--- config.mk ---
export PLATFORM = sky130hd
export DESIGN_NAME = crma_engine
export DESIGN_NICKNAME = d
export VERILOG_FILES = /design/src/crma_engine.v /design/src/crma_regbank.v
export VERILOG_INCLUDE_DIRS = /design/src /design/src/shared
export SDC_FILE = /design/constraint.sdc
export NUM_CORES = 1
export LEC_CHECK = 0
export BUFFER_PORTS_ARGS = -buffer_cell sky130_fd_sc_hd__buf_2
export CORE_MARGIN = 2
export CORE_UTILIZATION = 50
export CTS_BUF_LIST = sky130_fd_sc_hd__clkbuf_16
export DETAILED_ROUTE_END_ITERATION = 6
export PLACE_DENSITY_LB_ADDON = 0.08
export SYNTH_ARGS = -nofsm -noshare
export SYNTH_HDL_FRONTEND = slang
export SYNTH_SLANG_ARGS = --single-unit
--- constraint.sdc ---
create_clock -name i_mclk -period 8.7 [get_ports i_mclk]
set_clock_uncertainty 0.2 [all_clocks]
set_input_delay 2.175 -clock i_mclk [delete_from_list [all_inputs] [get_ports i_mclk]]
set_output_delay 2.175 -clock i_mclk [all_outputs]
set_load 0.03 [all_outputs]
--- src/shared/crma_defines.vh ---
// Constants for the configuration message access engine
`ifndef CRMA_DEFINES_VH
`define CRMA_DEFINES_VH

// ==========================================================
// Control tokens
`define CRMA_TOK_WRITE 8'hC0
`define CRMA_TOK_READ 8'hC1
`define CRMA_TOK_PREAD 8'h25
`define CRMA_TOK_ACK 8'h03
`define CRMA_TOK_NACK 8'h04
`define CRMA_TOK_END 8'h01

// ==========================================================
// Reply identifier
`define CRMA_DEST_BYTES 8'h03
`define CRMA_NOREPLY_LOW 8'hFF

// ==========================================================
// Register spaces
`define CRMA_CFG_COUNT 16'h0008
`define CRMA_CFG_RESET 32'h00000000
`define CRMA_PERIPH_BYTES 9'h020
`define CRMA_WORD_BYTES 8'h04
`define CRMA_PS_RES_LOW 8'h0C
`define CRMA_PS_SHIFT 8
`define CRMA_PS_COUNT 24'h000004
`define CRMA_PS_RESET 32'h00000000

`endif

--- src/crma_engine.v ---
// Configuration message interpreter and processor status access port
`include "crma_defines.vh"

// Overview of operation
// - Write whose reply identifier has low byte all ones gets no reply.
// - Multi-byte fields travel most significant byte first, both directions.
// - Status access moves one word; resource is number shifted 8, ORed 0x0C.
// - Write message: token 192, reply id, 16-bit number, 32-bit data, token 1.
// - Write answered 3 then 1 on success, 4 then 1 on failure.
// - Read message: token 193, reply id, 16-bit number, token 1.
// - Read answered 3, 32-bit value, 1; failure answered 4 then 1.
// - Peripheral read: token 37, reply id, 8-bit number, 8-bit size, 1.
// - Peripheral read answered 3, data bytes, 1; failure 4 then 1.
module crma_engine
(
   input wire i_mclk,
   input wire i_reset,
   input wire i_rx_valid,
   input wire i_rx_ctrl,
   input wire [7:0] i_rx_data,
   output wire o_rx_ready,
   output wire o_tx_valid,
   output wire o_tx_ctrl,
   output wire [7:0] o_tx_data,
   output wire [23:0] o_tx_dest,
   input wire i_tx_ready,
   input wire i_ps_valid,
   input wire i_ps_write,
   input wire [31:0] i_ps_resource,
   input wire [31:0] i_ps_wdata,
   output wire [31:0] o_ps_rdata,
   output wire o_ps_done,
   output wire o_ps_error
);
   localparam [9:0] ST_OP = 10'h001;
   localparam [9:0] ST_DEST = 10'h002;
   localparam [9:0] ST_REG = 10'h004;
   localparam [9:0] ST_DATA = 10'h008;
   localparam [9:0] ST_SIZE = 10'h010;
   localparam [9:0] ST_END = 10'h020;
   localparam [9:0] ST_DRAIN = 10'h040;
   localparam [9:0] ST_HEAD = 10'h080;
   localparam [9:0] ST_BODY = 10'h100;
   localparam [9:0] ST_TAIL = 10'h200;
   reg [9:0] state_reg, state_next;
   reg [7:0] cnt_reg, cnt_next, size_reg, size_next, tx_data_reg, tx_data_next;
   reg [23:0] dest_reg, dest_next;
   reg [15:0] regno_reg, regno_next;
   reg [31:0] data_reg, data_next;
   reg is_w_reg, is_w_next, is_p_reg, is_p_next, ok_reg, ok_next, fail_reg, fail_next, tx_ctrl_reg, tx_ctrl_next;
   reg wr_en;
   reg [31:0] ps_mem [0:3];
   reg [31:0] ps_rdata_reg;
   reg ps_done_reg, ps_error_reg;
   wire [7:0] rd_byte;

   // ==========================================================
   // Status resource decode and message decode helpers
   function crma_ps_ok(input [31:0] res);
      crma_ps_ok = (res[7:0] == `CRMA_PS_RES_LOW) && (res[31:`CRMA_PS_SHIFT] < `CRMA_PS_COUNT);
   endfunction
   wire rx_take = i_rx_valid && o_rx_ready;
   wire tok_end = i_rx_ctrl && (i_rx_data == `CRMA_TOK_END);
   wire suppress = is_w_reg && (dest_reg[7:0] == `CRMA_NOREPLY_LOW);
   wire [9:0] reply_state = suppress ? ST_OP : ST_HEAD;
   wire [8:0] p_span = {1'b0, regno_reg[7:0]} + {1'b0, size_reg};
   wire acc_ok = is_p_reg ? ((size_reg != 8'h00) && (p_span <= `CRMA_PERIPH_BYTES))
                          : (regno_reg < `CRMA_CFG_COUNT);
   wire [7:0] last_cnt = is_p_reg ? (size_reg - 8'h01) : (`CRMA_WORD_BYTES - 8'h01);
   wire [7:0] rd_cnt = (state_reg == ST_HEAD) ? 8'h00 : (cnt_reg + 8'h01);
   wire [4:0] rd_addr = is_p_reg ? (regno_reg[4:0] + rd_cnt[4:0]) : {regno_reg[2:0], rd_cnt[1:0]};
   assign o_rx_ready = |(state_reg & (ST_OP | ST_DEST | ST_REG | ST_DATA | ST_SIZE | ST_END | ST_DRAIN));
   assign o_tx_valid = |(state_reg & (ST_HEAD | ST_BODY | ST_TAIL));
   assign o_tx_ctrl = tx_ctrl_reg;
   assign o_tx_data = tx_data_reg;
   assign o_tx_dest = dest_reg;

   crma_regbank u_bank
   (
      .i_mclk(i_mclk),
      .i_reset(i_reset),
      .i_wr_en(wr_en),
      .i_wr_index(regno_reg[2:0]),
      .i_wr_data(data_reg),
      .i_rd_addr(rd_addr),
      .o_rd_byte(rd_byte)
   );
   // ==========================================================
   // Next state
   always @*
   begin
      state_next = state_reg;
      cnt_next = cnt_reg;
      dest_next = dest_reg;
      regno_next = regno_reg;
      data_next = data_reg;
      size_next = size_reg;
      is_w_next = is_w_reg;
      is_p_next = is_p_reg;
      ok_next = ok_reg;
      fail_next = fail_reg;
      tx_data_next = tx_data_reg;
      tx_ctrl_next = tx_ctrl_reg;
      wr_en = 1'b0;
      case (state_reg)
         ST_OP:
            if (rx_take)
            begin
               cnt_next = 8'h00;
               fail_next = 1'b0;
               ok_next = 1'b0;
               if (i_rx_ctrl && ((i_rx_data == `CRMA_TOK_WRITE) || (i_rx_data == `CRMA_TOK_READ) ||
                                 (i_rx_data == `CRMA_TOK_PREAD)))
               begin
                  is_w_next = (i_rx_data == `CRMA_TOK_WRITE);
                  is_p_next = (i_rx_data == `CRMA_TOK_PREAD);
                  state_next = ST_DEST;
               end
               else if (!tok_end)
                  state_next = ST_DRAIN;
            end
         ST_DEST:
            if (rx_take)
            begin
               dest_next = {dest_reg[15:0], i_rx_data};
               cnt_next = cnt_reg + 8'h01;
               if (i_rx_ctrl)
                  state_next = tok_end ? ST_OP : ST_DRAIN;
               else if (cnt_reg == (`CRMA_DEST_BYTES - 8'h01))
               begin
                  cnt_next = 8'h00;
                  state_next = ST_REG;
               end
            end
         ST_REG, ST_DATA, ST_SIZE:
            if (rx_take)
            begin
               if (i_rx_ctrl)
               begin
                  fail_next = 1'b1;
                  tx_ctrl_next = 1'b1;
                  tx_data_next = `CRMA_TOK_NACK;
                  state_next = tok_end ? reply_state : ST_DRAIN;
               end
               else
               begin
                  cnt_next = cnt_reg + 8'h01;
                  if (state_reg == ST_REG)
                  begin
                     regno_next = {regno_reg[7:0], i_rx_data};
                     if (is_p_reg || (cnt_reg == 8'h01))
                     begin
                        cnt_next = 8'h00;
                        state_next = is_w_reg ? ST_DATA : (is_p_reg ? ST_SIZE : ST_END);
                     end
                  end
                  else if (state_reg == ST_DATA)
                  begin
                     data_next = {data_reg[23:0], i_rx_data};
                     if (cnt_reg == (`CRMA_WORD_BYTES - 8'h01))
                        state_next = ST_END;
                  end
                  else
                  begin
                     size_next = i_rx_data;
                     state_next = ST_END;
                  end
               end
            end
         ST_END:
            if (rx_take)
            begin
               tx_ctrl_next = 1'b1;
               tx_data_next = `CRMA_TOK_NACK;
               fail_next = !tok_end;
               state_next = ST_DRAIN;
               if (tok_end)
               begin
                  ok_next = acc_ok;
                  wr_en = is_w_reg && acc_ok;
                  tx_data_next = acc_ok ? `CRMA_TOK_ACK : `CRMA_TOK_NACK;
                  state_next = reply_state;
               end
            end
         ST_DRAIN:
            if (rx_take && tok_end)
               state_next = fail_reg ? reply_state : ST_OP;
         ST_HEAD:
            if (i_tx_ready)
            begin
               cnt_next = 8'h00;
               tx_ctrl_next = 1'b1;
               tx_data_next = `CRMA_TOK_END;
               state_next = ST_TAIL;
               if (ok_reg && !is_w_reg)
               begin
                  tx_ctrl_next = 1'b0;
                  tx_data_next = rd_byte;
                  state_next = ST_BODY;
               end
            end
         ST_BODY:
            if (i_tx_ready)
            begin
               cnt_next = rd_cnt;
               tx_data_next = rd_byte;
               if (cnt_reg == last_cnt)
               begin
                  tx_ctrl_next = 1'b1;
                  tx_data_next = `CRMA_TOK_END;
                  state_next = ST_TAIL;
               end
            end
         ST_TAIL:
            if (i_tx_ready)
               state_next = ST_OP;
         default:
            state_next = ST_OP;
      endcase
   end
   // ==========================================================
   // Message state registers
   always @(posedge i_mclk)
   begin
      if (i_reset)
      begin
         state_reg <= ST_OP;
         cnt_reg <= 8'h00;
         dest_reg <= 24'h000000;
         regno_reg <= 16'h0000;
         data_reg <= 32'h00000000;
         size_reg <= 8'h00;
         is_w_reg <= 1'b0;
         is_p_reg <= 1'b0;
         ok_reg <= 1'b0;
         fail_reg <= 1'b0;
         tx_data_reg <= 8'h00;
         tx_ctrl_reg <= 1'b0;
      end
      else
      begin
         state_reg <= state_next;
         cnt_reg <= cnt_next;
         dest_reg <= dest_next;
         regno_reg <= regno_next;
         data_reg <= data_next;
         size_reg <= size_next;
         is_w_reg <= is_w_next;
         is_p_reg <= is_p_next;
         ok_reg <= ok_next;
         fail_reg <= fail_next;
         tx_data_reg <= tx_data_next;
         tx_ctrl_reg <= tx_ctrl_next;
      end
   end
   // ==========================================================
   // Processor status registers, one word per access
   wire ps_hit = crma_ps_ok(i_ps_resource);
   wire [1:0] ps_index = i_ps_resource[`CRMA_PS_SHIFT+1:`CRMA_PS_SHIFT];
   assign o_ps_rdata = ps_rdata_reg;
   assign o_ps_done = ps_done_reg;
   assign o_ps_error = ps_error_reg;
   genvar gp;
   generate
      for (gp = 0; gp < 4; gp = gp + 1)
      begin : g_ps
         always @(posedge i_mclk)
         begin
            if (i_reset)
               ps_mem[gp] <= `CRMA_PS_RESET;
            else if (i_ps_valid && i_ps_write && ps_hit && (ps_index == gp))
               ps_mem[gp] <= i_ps_wdata;
         end
      end
   endgenerate
   always @(posedge i_mclk)
   begin
      if (i_reset)
      begin
         ps_rdata_reg <= 32'h00000000;
         ps_done_reg <= 1'b0;
         ps_error_reg <= 1'b0;
      end
      else
      begin
         ps_done_reg <= i_ps_valid;
         if (i_ps_valid)
         begin
            ps_error_reg <= !ps_hit;
            ps_rdata_reg <= (ps_hit && !i_ps_write) ? ps_mem[ps_index] : 32'h00000000;
         end
      end
   end

endmodule // crma_engine

--- src/crma_regbank.v ---
// Configuration word storage with a big-endian byte read port
`include "crma_defines.vh"

module crma_regbank
(
   input wire i_mclk,
   input wire i_reset,
   input wire i_wr_en,
   input wire [2:0] i_wr_index,
   input wire [31:0] i_wr_data,
   input wire [4:0] i_rd_addr,
   output reg [7:0] o_rd_byte
);

   reg [31:0] mem [0:7];
   wire [31:0] rd_word;

   // ==========================================================
   // Word storage
   genvar gi;
   generate
      for (gi = 0; gi < 8; gi = gi + 1)
      begin : g_word
         always @(posedge i_mclk)
         begin
            if (i_reset)
               mem[gi] <= `CRMA_CFG_RESET;
            else if (i_wr_en && (i_wr_index == gi))
               mem[gi] <= i_wr_data;
         end
      end
   endgenerate

   // ==========================================================
   // Byte view, most significant byte at the lowest address
   assign rd_word = mem[i_rd_addr[4:2]];

   always @*
   begin
      case (i_rd_addr[1:0])
         2'h0: o_rd_byte = rd_word[31:24];
         2'h1: o_rd_byte = rd_word[23:16];
         2'h2: o_rd_byte = rd_word[15:8];
         default: o_rd_byte = rd_word[7:0];
      endcase
   end

endmodule // crma_regbank

==> out/metrics.yaml <==
drive_gt1_frac: 0.158
status: "complete, no violations"
power.leakage_nw: 10.2
ir_drop_uv: 173
hold_end: "o_tx_dest[19]"
overflow: 0
die_x_um: 227
viasPerCell: 5.77
synth_seq_area_share: 0.580
syn-cell-area_sq_um: 24900
cp_slowest_cell: "o31ai_4"
hp-start: "o_tx_dest[19]"
first_pass_iters: 5
max-cap-violations: 0
grt_pass1_wl_um: 101000
cts_buffers: 56
pin_count: 148
critPathKind: "in -> reg"
max_slew_margin: 0.320
r2r-end: "o_tx_data[0]"
antenna_found_initial: 5
ctsResizeCount: 0
routabilityCongestion: 0.850
min_period_ns: 5.77
place.port_buffers: 147
whs_ns: 0.249
finalSetupTns_ns: 0
post_cts_buffers: 0
die_height_um: 227
r2r_start: "state_reg[4]"
slew_viol_final: 0
die_area_sq_um: 51600
syn_to_final_growth_pct: 13.5
setup_viol: 0
synth_warnings: 0
p_per_area_nw_per_um2: 196
hpwl_um: 39600
top_regs: "u_bank.mem (256), ps_mem (128)"
cpPeakStageDelay_ns: 0.90
cp_max_fo: 19
htree_num_levels: 2
crit_start: "i_rx_data[1]"
setup.worst_path.start_class: "primary input"
cp.arrival_ns: 5.84
crit_chain: "buf_2 > nor4b_1 > and3_1 > nand2_1 > nor4_1 > a41o_1 > nand4_2 > o31ai_4 > buf_4"
clkTransAtPathRegs_ns: 0.06
syn-num-nets: 2265
ys_seq_elements: 529
ant_nets: 0
grt_pass1_vias: 16900
largest_reg_flops: 256
grt_use_total: 0.257
grt_max_degree: 106
drt_iter0_drc: 1491
clk_latency_ns: 0.62
hold_violations: 0
cts.root.buffer_cell: "clkbuf_16"
placement_rows: 81
ff2ff_path_depth: 15
top_register: "u_bank.mem"
cts_sinks: 529
min_path_type: "reg -> reg"
nFillCells: 4121
synth_cells: 2169
min_path_cells: 2
wl_per_cell_um: 21.9
cts_tree: "done"
start_util: 0.507
fin_nets: 2377
vias: 17300
synth_cell_type_count: 96
synth-edff-count: 384
synthFlopType: "edfxtp_1"
worstMarginPinSlew_ns: 1.01
cp-end-kind: "flip-flop"
r2r_slack_ns: 3.37
ys_async_sr_fraction: 0
clockBufferDepth: 3
drc: 0
wl_um: 65700
hold_buffers: 0
cp.required_ns: 8.77
fin_crit_sh: 0.664
rsz0062_at_grt: "false"
syn_avg_cell_area_sq_um: 11.5
core_sq_um: 49100
fmax_ghz: 0.173
## worst max-delay path by stage
stage | endpoint | slack (ns) | cells after the start
after global placement | u_bank.mem[5][24] | 2.50 | 9
after global routing | u_bank.mem[5][12] | 2.77 | 9
final | u_bank.mem[5][21] | 2.93 | 9
after floorplan | u_bank.mem[1][0] | 1.84 | 7
after CTS | u_bank.mem[5][30] | 2.98 | 9
after detailed placement | u_bank.mem[5][20] | 2.34 | 9
## through the flow
stage / setup WS [ns] / total power, mW / instance area (sq um) / util / instances
final: 2.93 / 5.53 / 28200 / 0.576 / 2995
after global routing: 2.77 / 5.71 / 28200 / 0.576 / 2994
after CTS: 2.98 / 5.57 / 28200 / 0.576 / 2993
after detailed placement: 2.34 / 3.29 / 26500 / 0.540 / 2887
after global placement: 2.50 / 3.28 / 26500 / 0.540 / 2887
after floorplan: 1.84 / 3.13 / 24900 / - / 2169
## cell type report
| cell class | instances | area [sq um] | area share |
|---|---|---|---|
| multi-input combinational | 1476 | 9990 | 0.354 |
| tap | 664 | 831 | 0.0294 |
| antenna | 2 | 5.00 | 0.000177 |
| inverter | 18 | 67.6 | 0.00239 |
| sequential | 529 | 14400 | 0.511 |
| clock inverter | 50 | 365 | 0.0129 |
| clock buffer | 56 | 1400 | 0.0496 |
| timing repair buffer | 200 | 1150 | 0.0408 |
## where the power goes
part / leakage, nW / switching, mW / internal, mW
clock: 0.929 / 1.01 / 1.29
sequential: 4.81 / 0.0380 / 2.79
combinational: 4.45 / 0.268 / 0.139
## cells in the mapped netlist (7+ instances only)
library cell | n | area (sq um)
a211oi_1 | 51 | 383
ha_1 | 16 | 200
and2_1 | 429 | 2680
a2111oi_0 | 7 | 61.3
buf_2 | 23 | 115
nand2b_1 | 7 | 43.8
clkbuf_1 | 103 | 387
nor3_1 | 25 | 125
a31oi_1 | 18 | 113
xor2_1 | 9 | 78.8
xnor2_1 | 11 | 96.3
edfxtp_1 | 384 | 11500
mux2i_1 | 74 | 741
o21ai_0 | 33 | 165
nand4_1 | 16 | 100
nand2_1 | 234 | 878
nor2b_1 | 43 | 269
buf_4 | 9 | 67.6
mux2_2 | 7 | 78.8
mux4_2 | 38 | 856
buf_1 | 7 | 26.3
a21oi_1 | 148 | 741
and3_1 | 9 | 56.3
o31ai_1 | 14 | 105
nand3_1 | 23 | 115
dfxtp_1 | 145 | 2900
nor4_1 | 20 | 125
nor2_1 | 97 | 364
inv_1 | 18 | 67.6
## layout by cell type (no fill, tap or decap), drive strengths merged, types with 7 or more instances in the layout
cell     netlist  final
nand2        235    235
o31ai         15     15
edfxtp       384    384
ha            16     16
inv           18     40
nor4          24     24
a211oi        52     52
mux2           8      8
and2         429    429
nor2b         43     43
mux4          38     38
clkinv         0     21
nor2          99     99
mux2i         74     74
nand4         17     17
buf           41    200
nand2b         7      7
a2111oi        7      7
nor3          29     29
xnor2         11     11
a31oi         18     18
xor2           9      9
o211ai         7      7
o21ai         36     36
dfxtp        145    145
and3           9      9
clkbuf       105     56
nand3         24     24
a21oi        149    149
or4            8      8
## layer usage
metal / track usage / vias up / share of wire
li1: - / 8066 / -
met1: 0.357 / 8575 / 0.44
met2: 0.414 / 551 / 0.47
met3: 0.0547 / 83 / 0.074
met4: 0.0614 / 6 / 0.017
met5: 0 / - / 0.00053
## cell families (layout without fill, tap and decap cells)
logic type	count (synthesis)	count (layout)	share of synthesized area
AO/OA/AOI/OAI	368	368	0.0970
XOR/XNOR	22	22	0.00890
adder cells (fa/ha/maj)	17	17	0.00885
buffers and inverters	164	324	0.0287
flip-flops	529	529	0.580
multiplexers	120	120	0.0678
other	0	2	0
AND/OR/NAND/NOR	949	949	0.209
## critical path: cells and delay by family
family | cells | cell delay (ns)
AND/OR/NAND/NOR | 5 | 1.70
AO/OA/AOI/OAI | 2 | 1.31
buffers and inverters | 2 | 0.64
Power figures use the tool's default switching activity.
